**src/design/tpa_pkg.sv**
```systemverilog
`default_nettype none
package tpa_pkg;
	// ************************************************************
	// Register byte addresses on the register bus
	// ************************************************************
	localparam logic [11:0] OFS_CAUSE = 12'h0fd0;
	localparam logic [11:0] OFS_LATCH = 12'h0fc0;
	localparam logic [11:0] OFS_PTR_U = 12'h0fc4;
	localparam logic [11:0] OFS_PTR_H = 12'h0fc8;
	localparam logic [11:0] OFS_PTR_L = 12'h0fcc;
	// Register select codes produced by the address decoder.
	localparam logic [2:0] SEL_NONE = 3'h0;
	localparam logic [2:0] SEL_CAUSE = 3'h1;
	localparam logic [2:0] SEL_LATCH = 3'h2;
	localparam logic [2:0] SEL_PTR_U = 3'h3;
	localparam logic [2:0] SEL_PTR_H = 3'h4;
	localparam logic [2:0] SEL_PTR_L = 3'h5;
	// ************************************************************
	// Reset-cause and write-control fields
	// ************************************************************
	localparam int RC_PRIO_EN = 7;
	localparam int RC_LONG_PROG = 6;
	localparam int RC_RST_INSTR = 4;
	localparam int RC_TIMEOUT = 3;
	localparam int RC_PWR_DOWN = 2;
	localparam int RC_POR = 1;
	localparam int RC_BROWN_OUT = 0;
	localparam logic [7:0] CAUSE_RST = 8'h1c;
	// ************************************************************
	// Pointer and memory map
	// ************************************************************
	localparam int PTR_W = 22;
	localparam logic [5:0] PTR_U_RST = 6'h00;
	localparam logic [7:0] BYTE_RST = 8'h00;
	localparam logic [20:0] PTR_ONE = 21'h00_0001;
	// Highest internal program byte; anything above it with bit 21 clear is external.
	localparam logic [20:0] INT_TOP = 21'h00_7fff;
	// Pointer update modes on the operation port.
	localparam logic [1:0] MODE_KEEP = 2'h0;
	localparam logic [1:0] MODE_POSTINC = 2'h1;
	localparam logic [1:0] MODE_POSTDEC = 2'h2;
	localparam logic [1:0] MODE_PREINC = 2'h3;
	localparam logic [1:0] RESP_OKAY = 2'h0;
	localparam logic [1:0] RESP_SLVERR = 2'h2;
	typedef enum logic [1:0] {ST_IDLE, ST_FETCH, ST_PROG} tpa_state_t;
endpackage : tpa_pkg
`default_nettype wire

```
**src/design/tpa_table_access.sv**
```systemverilog
`timescale 1ns/10ps
`default_nettype none
// Contract
// - Bytes move only through the transfer latch.
// - Any byte address, no word alignment.
// - Three bytes form the 22-bit pointer.
// - Four pointer update modes per operation.
// - Auto update leaves the top bit alone.
// - Fetch updates pointer, then loads latch one cycle later.
// - Internal programming uses two-byte blocks.
// - Even store copies latch into holding register.
// - Holding register has no bus address.
// - Odd store programs latch high, holding low.
// - Programming needs voltage, enable and odd byte.
// - Even store never starts programming.
// - Programming halts execution, clocks keep running.
// - Enable bit cleared only by resets.
// - Enable bit ignored for external memory.
// - Reset or enabled flagged interrupt ends programming.
// - Disabled or unflagged source lets programming continue.
// - After interrupt ending, resume or vector by priority.
// - Interrupt flag stays set after ending.
// - Reset-instruction and time-out flag events.
// - Power-down, power-on and brown-out flag events.
module tpa_table_access
	import tpa_pkg::*;
(
	// Clock and power-on reset
	input wire logic clk_sys,
	input wire logic rst,
	// AXI4-Lite register slave
	input wire logic [11:0] s_axi_awaddr,
	input wire logic s_axi_awvalid,
	output logic s_axi_awready,
	input wire logic [31:0] s_axi_wdata,
	input wire logic [3:0] s_axi_wstrb,
	input wire logic s_axi_wvalid,
	output logic s_axi_wready,
	output logic [1:0] s_axi_bresp,
	output logic s_axi_bvalid,
	input wire logic s_axi_bready,
	input wire logic [11:0] s_axi_araddr,
	input wire logic s_axi_arvalid,
	output logic s_axi_arready,
	output logic [31:0] s_axi_rdata,
	output logic [1:0] s_axi_rresp,
	output logic s_axi_rvalid,
	input wire logic s_axi_rready,
	// Table operations from the core
	input wire logic op_valid,
	input wire logic op_store,
	input wire logic [1:0] op_mode,
	output logic op_done,
	output logic op_busy,
	output logic [7:0] transfer_latch,
	// Program memory
	output logic mem_rd_en,
	output logic [21:0] mem_addr,
	input wire logic [7:0] mem_rd_data,
	output logic ext_wr_en,
	output logic [7:0] ext_wr_data,
	output logic prog_en,
	output logic [20:0] prog_word_addr,
	output logic [15:0] prog_data,
	// Programming control and interrupt sources
	input wire logic vpp_present,
	input wire logic [7:0] irq_enable_vec,
	input wire logic [7:0] irq_flag_vec,
	input wire logic [7:0] irq_high_prio_vec,
	input wire logic global_high_irq_enable,
	input wire logic peripheral_low_irq_enable,
	output logic exec_halt,
	output logic resume_next,
	output logic vector_high,
	output logic vector_low,
	// Reset-cause events
	input wire logic master_clear_reset,
	input wire logic reset_instr_op,
	input wire logic watchdog_clear_op,
	input wire logic sleep_op,
	input wire logic watchdog_timeout,
	input wire logic brown_out_event,
	output logic [7:0] reset_cause_control
);
	// ************************************************************
	// Decode and pointer helpers
	// ************************************************************
	function automatic logic [2:0] reg_sel(input logic [11:0] a);
		unique case (a)
			OFS_CAUSE: reg_sel = SEL_CAUSE;
			OFS_LATCH: reg_sel = SEL_LATCH;
			OFS_PTR_U: reg_sel = SEL_PTR_U;
			OFS_PTR_H: reg_sel = SEL_PTR_H;
			OFS_PTR_L: reg_sel = SEL_PTR_L;
			default: reg_sel = SEL_NONE;
		endcase
	endfunction : reg_sel

	// Only the lower 21 bits step, with full carry and wrap.
	function automatic logic [21:0] ptr_step(input logic [21:0] p,
		input logic down);
		if (down)
			ptr_step = {p[21], p[20:0] - PTR_ONE};
		else
			ptr_step = {p[21], p[20:0] + PTR_ONE};
	endfunction : ptr_step

	tpa_state_t state_q;
	logic [21:0] ptr_q;
	logic [7:0] latch_q;
	logic [7:0] hold_q;
	logic long_prog_en_q, prio_en_q, rst_instr_q, timeout_q, pwr_down_q;
	logic por_q, brown_out_q;
	logic aw_got_q, w_got_q, awready_q, wready_q, bvalid_q;
	logic [11:0] awaddr_q;
	logic [7:0] wbyte_q;
	logic wlane_q;
	logic [1:0] bresp_q;
	logic arready_q, rvalid_q;
	logic [1:0] rresp_q;
	logic [31:0] rdata_q;
	logic done_q, busy_q, rd_en_q, ext_en_q, prog_q;
	logic [21:0] addr_q;
	logic [20:0] pword_q;
	logic [15:0] pdata_q;
	logic resume_q, vhigh_q, vlow_q;

	logic wr_fire;
	logic [2:0] wsel;
	logic [21:0] eff_addr;
	logic [21:0] next_ptr;
	logic take;
	logic is_ext;
	logic irq_hit;
	logic hi_hit;
	logic lo_hit;
	logic [7:0] rd_byte;
	logic [7:0] cause_val;

	// ************************************************************
	// AXI4-Lite slave
	// ************************************************************
	assign wr_fire = aw_got_q && w_got_q && !bvalid_q;
	assign wsel = (wr_fire && wlane_q) ? reg_sel(awaddr_q) : SEL_NONE;

	always_ff @(posedge clk_sys or posedge rst)
		if (rst)
		begin
			aw_got_q <= 1'b0;
			awready_q <= 1'b1;
			awaddr_q <= 12'h0000;
		end
		else if (s_axi_awvalid && awready_q)
		begin
			aw_got_q <= 1'b1;
			awready_q <= 1'b0;
			awaddr_q <= s_axi_awaddr;
		end
		else if (bvalid_q && s_axi_bready)
		begin
			aw_got_q <= 1'b0;
			awready_q <= 1'b1;
		end

	always_ff @(posedge clk_sys or posedge rst)
		if (rst)
		begin
			w_got_q <= 1'b0;
			wready_q <= 1'b1;
			wbyte_q <= BYTE_RST;
			wlane_q <= 1'b0;
		end
		else if (s_axi_wvalid && wready_q)
		begin
			w_got_q <= 1'b1;
			wready_q <= 1'b0;
			wbyte_q <= s_axi_wdata[7:0];
			wlane_q <= s_axi_wstrb[0];
		end
		else if (bvalid_q && s_axi_bready)
		begin
			w_got_q <= 1'b0;
			wready_q <= 1'b1;
		end

	always_ff @(posedge clk_sys or posedge rst)
		if (rst)
		begin
			bvalid_q <= 1'b0;
			bresp_q <= RESP_OKAY;
		end
		else if (wr_fire)
		begin
			bvalid_q <= 1'b1;
			bresp_q <= (reg_sel(awaddr_q) == SEL_NONE) ? RESP_SLVERR
				: RESP_OKAY;
		end
		else if (s_axi_bready)
			bvalid_q <= 1'b0;

	assign cause_val = {prio_en_q, long_prog_en_q, 1'b0, rst_instr_q,
		timeout_q, pwr_down_q, por_q, brown_out_q};

	// The holding register is deliberately absent from this mux.
	always_comb
	begin
		unique case (reg_sel(s_axi_araddr))
			SEL_CAUSE: rd_byte = cause_val;
			SEL_LATCH: rd_byte = latch_q;
			SEL_PTR_U: rd_byte = {2'h0, ptr_q[21:16]};
			SEL_PTR_H: rd_byte = ptr_q[15:8];
			SEL_PTR_L: rd_byte = ptr_q[7:0];
			default: rd_byte = BYTE_RST;
		endcase
	end

	always_ff @(posedge clk_sys or posedge rst)
		if (rst)
		begin
			arready_q <= 1'b1;
			rvalid_q <= 1'b0;
			rresp_q <= RESP_OKAY;
			rdata_q <= 32'h0000_0000;
		end
		else if (s_axi_arvalid && arready_q)
		begin
			arready_q <= 1'b0;
			rvalid_q <= 1'b1;
			rdata_q <= {24'h00_0000, rd_byte};
			rresp_q <= (reg_sel(s_axi_araddr) == SEL_NONE) ? RESP_SLVERR
				: RESP_OKAY;
		end
		else if (rvalid_q && s_axi_rready)
		begin
			arready_q <= 1'b1;
			rvalid_q <= 1'b0;
		end

	// ************************************************************
	// Reset-cause and write-control register
	// ************************************************************
	// A hardware event in the same cycle as a software write wins.
	always_ff @(posedge clk_sys or posedge rst)
		if (rst)
			long_prog_en_q <= CAUSE_RST[RC_LONG_PROG];
		else if (master_clear_reset)
			long_prog_en_q <= 1'b0;
		else if (wsel == SEL_CAUSE && wbyte_q[RC_LONG_PROG])
			long_prog_en_q <= 1'b1;

	always_ff @(posedge clk_sys or posedge rst)
		if (rst)
		begin
			prio_en_q <= CAUSE_RST[RC_PRIO_EN];
			rst_instr_q <= CAUSE_RST[RC_RST_INSTR];
			timeout_q <= CAUSE_RST[RC_TIMEOUT];
			pwr_down_q <= CAUSE_RST[RC_PWR_DOWN];
			por_q <= CAUSE_RST[RC_POR];
			brown_out_q <= CAUSE_RST[RC_BROWN_OUT];
		end
		else
		begin
			if (wsel == SEL_CAUSE)
			begin
				prio_en_q <= wbyte_q[RC_PRIO_EN];
				rst_instr_q <= wbyte_q[RC_RST_INSTR];
				timeout_q <= wbyte_q[RC_TIMEOUT];
				pwr_down_q <= wbyte_q[RC_PWR_DOWN];
				por_q <= wbyte_q[RC_POR];
				brown_out_q <= wbyte_q[RC_BROWN_OUT];
			end
			if (reset_instr_op)
				rst_instr_q <= 1'b0;
			if (watchdog_timeout)
				timeout_q <= 1'b0;
			else if (watchdog_clear_op || sleep_op)
				timeout_q <= 1'b1;
			if (sleep_op)
				pwr_down_q <= 1'b0;
			else if (watchdog_clear_op)
				pwr_down_q <= 1'b1;
			if (brown_out_event)
				brown_out_q <= 1'b0;
		end

	// ************************************************************
	// Table operation engine
	// ************************************************************
	assign take = (state_q == ST_IDLE) && op_valid;
	assign eff_addr = (op_mode == MODE_PREINC) ? ptr_step(ptr_q, 1'b0)
		: ptr_q;
	assign next_ptr = (op_mode == MODE_KEEP) ? ptr_q
		: ptr_step(ptr_q, op_mode == MODE_POSTDEC);
	assign is_ext = !eff_addr[21] && (eff_addr[20:0] > INT_TOP);
	// Only the enabled sources count; flags are observed, never cleared.
	assign irq_hit = |(irq_enable_vec & irq_flag_vec);
	assign hi_hit = |(irq_enable_vec & irq_flag_vec & irq_high_prio_vec);
	assign lo_hit = |(irq_enable_vec & irq_flag_vec & ~irq_high_prio_vec);

	always_ff @(posedge clk_sys or posedge rst)
		if (rst)
		begin
			state_q <= ST_IDLE;
			ptr_q <= {PTR_U_RST, BYTE_RST, BYTE_RST};
			latch_q <= BYTE_RST;
			hold_q <= BYTE_RST;
			done_q <= 1'b0;
			busy_q <= 1'b0;
			rd_en_q <= 1'b0;
			ext_en_q <= 1'b0;
			prog_q <= 1'b0;
			addr_q <= {PTR_U_RST, BYTE_RST, BYTE_RST};
			pword_q <= 21'h00_0000;
			pdata_q <= 16'h0000;
			resume_q <= 1'b0;
			vhigh_q <= 1'b0;
			vlow_q <= 1'b0;
		end
		else
		begin
			done_q <= 1'b0;
			rd_en_q <= 1'b0;
			ext_en_q <= 1'b0;
			resume_q <= 1'b0;
			vhigh_q <= 1'b0;
			vlow_q <= 1'b0;
			unique case (state_q)
				ST_IDLE:
					if (op_valid)
					begin
						ptr_q <= next_ptr;
						addr_q <= eff_addr;
						if (!op_store)
						begin
							rd_en_q <= 1'b1;
							busy_q <= 1'b1;
							state_q <= ST_FETCH;
						end
						else if (is_ext)
						begin
							ext_en_q <= 1'b1;
							done_q <= 1'b1;
						end
						else if (!eff_addr[0])
						begin
							hold_q <= latch_q;
							done_q <= 1'b1;
						end
						else if (long_prog_en_q && vpp_present)
						begin
							prog_q <= 1'b1;
							pword_q <= eff_addr[21:1];
							pdata_q <= {latch_q, hold_q};
							busy_q <= 1'b1;
							state_q <= ST_PROG;
						end
						else
							done_q <= 1'b1;
					end
				ST_FETCH:
				begin
					latch_q <= mem_rd_data;
					done_q <= 1'b1;
					busy_q <= 1'b0;
					state_q <= ST_IDLE;
				end
				ST_PROG:
					if (irq_hit || master_clear_reset)
					begin
						prog_q <= 1'b0;
						done_q <= 1'b1;
						busy_q <= 1'b0;
						state_q <= ST_IDLE;
						if (master_clear_reset)
							resume_q <= 1'b0;
						else if (hi_hit && global_high_irq_enable)
							vhigh_q <= 1'b1;
						else if (lo_hit && peripheral_low_irq_enable)
							vlow_q <= 1'b1;
						else
							resume_q <= 1'b1;
					end
			endcase
			// Bus writes to the latch or pointer dominate auto updates.
			if (wsel == SEL_LATCH)
				latch_q <= wbyte_q;
			if (wsel == SEL_PTR_U)
				ptr_q[21:16] <= wbyte_q[5:0];
			if (wsel == SEL_PTR_H)
				ptr_q[15:8] <= wbyte_q;
			if (wsel == SEL_PTR_L)
				ptr_q[7:0] <= wbyte_q;
		end

	// ************************************************************
	// Outputs
	// ************************************************************
	assign s_axi_awready = awready_q;
	assign s_axi_wready = wready_q;
	assign s_axi_bvalid = bvalid_q;
	assign s_axi_bresp = bresp_q;
	assign s_axi_arready = arready_q;
	assign s_axi_rvalid = rvalid_q;
	assign s_axi_rresp = rresp_q;
	assign s_axi_rdata = rdata_q;
	assign op_done = done_q;
	assign op_busy = busy_q;
	assign transfer_latch = latch_q;
	assign mem_rd_en = rd_en_q;
	assign mem_addr = addr_q;
	assign ext_wr_en = ext_en_q;
	assign ext_wr_data = latch_q;
	assign prog_en = prog_q;
	assign exec_halt = prog_q;
	assign prog_word_addr = pword_q;
	assign prog_data = pdata_q;
	assign resume_next = resume_q;
	assign vector_high = vhigh_q;
	assign vector_low = vlow_q;
	assign reset_cause_control = cause_val;
endmodule : tpa_table_access
`default_nettype wire

```
**config.mk**
```make
export PLATFORM = sky130hd
export DESIGN_NAME = tpa_table_access
export DESIGN_NICKNAME = d
export VERILOG_FILES = /design/src/design/tpa_pkg.sv /design/src/design/tpa_table_access.sv
export SDC_FILE = /design/constraint.sdc
export NUM_CORES = 1
export LEC_CHECK = 0
export CAP_MARGIN = 25
export CORE_MARGIN = 4
export CORE_UTILIZATION = 50
export DETAILED_ROUTE_END_ITERATION = 10
export DONT_BUFFER_PORTS = 1
export SKIP_LAST_GASP = 1
export SLEW_MARGIN = 25
export SYNTH_ARGS = -nofsm -noshare
export SYNTH_HDL_FRONTEND = slang
export SYNTH_SLANG_ARGS = --single-unit
```
**constraint.sdc**
```tcl
create_clock -name clk_sys -period 10.4 [get_ports clk_sys]
set_input_delay 2.08 -clock clk_sys [delete_from_list [all_inputs] [get_ports clk_sys]]
set_output_delay 2.08 -clock clk_sys [all_outputs]
set_load 0.01 [all_outputs]
```
==> metrics.txt <==
setup TNS 0 ns; Post-Synth Adder-Cell Area less than 1%; Placer Congestion 0.888; commonest cells after routing, fill and taps aside dfrtp_1 (146), nand2_1 (80), mux2_2 (61), nor2_1 (54), a21oi_1 (36); Post-Syn Area 7980 µm²; share of the synthesized area in the top cell type 45.8%; die area approximately 18000 µm²; first-pass GRT wire length 30.7 mm; Die Width 134 µm; Worst R2R Setup Slack 7.01 ns; critical path arrival roughly 4.5 ns; met3 Usage GRT 5.78%; worst-path fanout max 38; min-delay src aw_got_q; nature of the critical path endpoint flip-flop; status complete, no violations; TritonRoute pass-1 iters 5; hold slack 0.494 ns; Fill cells 1388; clock tree buffer depth 2; CP delay by family, top simple AND/OR/NAND/NOR gates; CTS sink cnt 152; RSZ-0062 raised after global routing no; Seq/Total Area, Yosys a little under half; cell taking the most area after synthesis dfrtp_1; synthesized flop and latch total 152; CTS tree yes; Reg power frac 48.4%; Core ar. 15400 µm²; r2r startpoint ptr_q[5]; postcts setup bufs 0; initial antenna violation count 0; P&R area growth vs syn 5.59%; top_reg_cell synth dfrtp_1; Synth Area in Compound Gates 7.44%; Hold Path Stages 2; Nets 829; Num CTS Buffers 17; Max-Slew Margin vs Limit ~40%; FFs w/ async S/R, synth 100%; Synth cell types 63; CTS Hold Buffers Added 0; mux contribution to synthesized area 17.5%; sequential cell area 3810 µm²; CP max stage cell buf_4; # setup viols final 0; fin crit share 40.5%; clk_lat worst skew 0.42 ns; Syn Area/Cell 10.7 µm²; share of post-route cells with drive strength above 1 20.1%; switching power 0.000808 W; Root Buffer clkbuf_16; fin crit period ~4.2 ns; Syn. warnings 0; total congestion overflow 0; Cell Chain, Critical Path nand2_2 > nor3_1 > nand4_1 > xor2_1 > a41oi_4 > nor3_4 > buf_4 > mux2_2; Tot Pwr 0.00215 W; largest family of logic cells by synthesized area multiplexers; CP bufs+invs 1; Reg2Reg Depth 8; Least-Margin Pin Slew around 0.9 ns; Worst Setup Path Type in2reg; Final WS setup 6.19 ns; Initial Util 51.8%; Slew Limit Fails 0; dpl cells 904; Antenna Cells 0; post-cts sizing count 0; DRT Wirelength around 20 mm; Reg clk slew, reported paths 0.07 ns; DR vias/cell 5.78; Clk pwr share 29.0%; Synth Area in Simple Gates 14.2%; highest clock rate 0.237 GHz; htree depth 4; Remaining DRCs 0; input/output buffers 0; Post-synth EDFFs 0; grt met1 use 27.8%; LEAKAGE 3.63 nW; vias in the first global route 5542; DR vias between 5000 and 6000; slowest stage delay, CP 0.54 ns; largest net degree at the start of global routing 100; met2 Usage GRT 36.6%; row cnt 45; Comb pwr share 22.6%; CP Launch Type input pin; sw frac a little under two fifths; Non-Filler Instances 936; Tot GR Track Use 21.7%; Final Skew approximately 0.010 ns; Setup WS pre-CTS about 5.7 ns; max cap viols 0; CP Data Required Time 10.70 ns; hold crit path type reg2reg; Critical path origin op_mode[0]; HPWL after detailed placement 14.3 mm; Cell Int Power roughly 0.0013 W; Die H roughly 130 µm; initial DRC count 328; top cells by area, synth dfrtp_1 (46%), mux2_2 (8.6%), mux2_4 (4.7%); Min-Delay Endpoint aw_got_q; Final ANT Viol Nets 0; commonest non-fill, non-tap cell in the layout dfrtp_1; GR peak layer met2; VDD IR max about 0.16 mV; XOR/XNOR share of the synthesized area 4.81%; WL/cell 20.9 µm; Worst R2R End prog_word_addr[7]; Ports 245; multi-input logic area ~3700 µm²; Mapped Cells 747; Hold Vio Cnt, Final 0; pwr dens 255 nW/µm²
## metrics by stage
stage	cell area [µm²]	util (%)
2_1_floorplan	8080	-
3_3_place_gp	7840	50.8
3_5_place_dp	7840	50.8
4_1_cts	8430	54.6
5_1_grt	8430	54.6
6_report	8430	54.6
## state kept, by name, indices dropped and copies added, names as in the netlist, 2 cells and up
register	count
state_q	2
prog_data	16
s_axi_rdata	8
wbyte_q	8
awaddr_q	12
hold_q	8
ext_wr_data	8
ptr_q	22
mem_addr	22
prog_word_addr	21
## tightest hold or removal path, delay by kind of cell (launching register included)
kind          cells  cell delay (ns)
flops             1             0.35
simple gates      2             0.11
## cell type report
class                           instances  share of cell area [%]
Timing Repair Buffer                    3                   0.267
Sequential cell                       152                    45.2
Clock inverter                         14                    1.94
Tap cell                              211                    3.13
Multi-Input combinational cell        522                    43.6
Inverter                               16                   0.772
Clock buffer                           18                    5.09
## power groups by stage
stage                     logic (W)  clock network [W]  registers [W]
final                      0.000485           0.000623        0.00104
after global routing       0.000544           0.000661        0.00106
after CTS                  0.000489           0.000637        0.00104
after detailed placement   0.000486                  0        0.00105
after global placement     0.000469                  0        0.00104
after floorplan            0.000529                  0       0.000878
## how the worst max path moves through the flow
| stage | cells after the start | endpoint | slack [ns] |
|---|---|---|---|
| after floorplan | 1 | aw_got_q | 4.24 |
| final | 8 | prog_word_addr[7] | 6.19 |
| after CTS | 8 | prog_word_addr[7] | 6.19 |
| after global routing | 8 | prog_word_addr[19] | 6.04 |
| after detailed placement | 8 | prog_word_addr[14] | 5.73 |
| after global placement | 8 | prog_word_addr[8] | 5.77 |
## synth_stat cells (18+ instances only)
master and instances:
xnor2_1 18, nor2_1 54, a21oi_1 36, mux2i_1 31
clkbuf_1 18, dfrtp_1 146, buf_4 48, mux2_2 61
nand3_1 20, nand2_1 80, mux2_4 25, xor2_1 24
o21ai_0 28
## cells by family (layout without fill, tap and decap cells)
logic type,count (synthesis),after routing
AOI/OAI and AO/OA,99,99
adders and majority gates,5,5
muxes,118,118
and+or+nand+nor,230,230
other,1,27
buffers and inverters,99,51
xor gates and xnor gates,43,43
DFF,152,152
## routing by layer
| metal | vias to the layer above | wire length (µm) |
|---|---|---|
| li1 | 2453 | - |
| met1 | 2726 | 8280 |
| met2 | 215 | 9630 |
| met3 | 20 | 1440 |
| met4 | 0 | 215 |
| met5 | - | 0 |
Note: power is estimated with default switching activity, not from simulation.
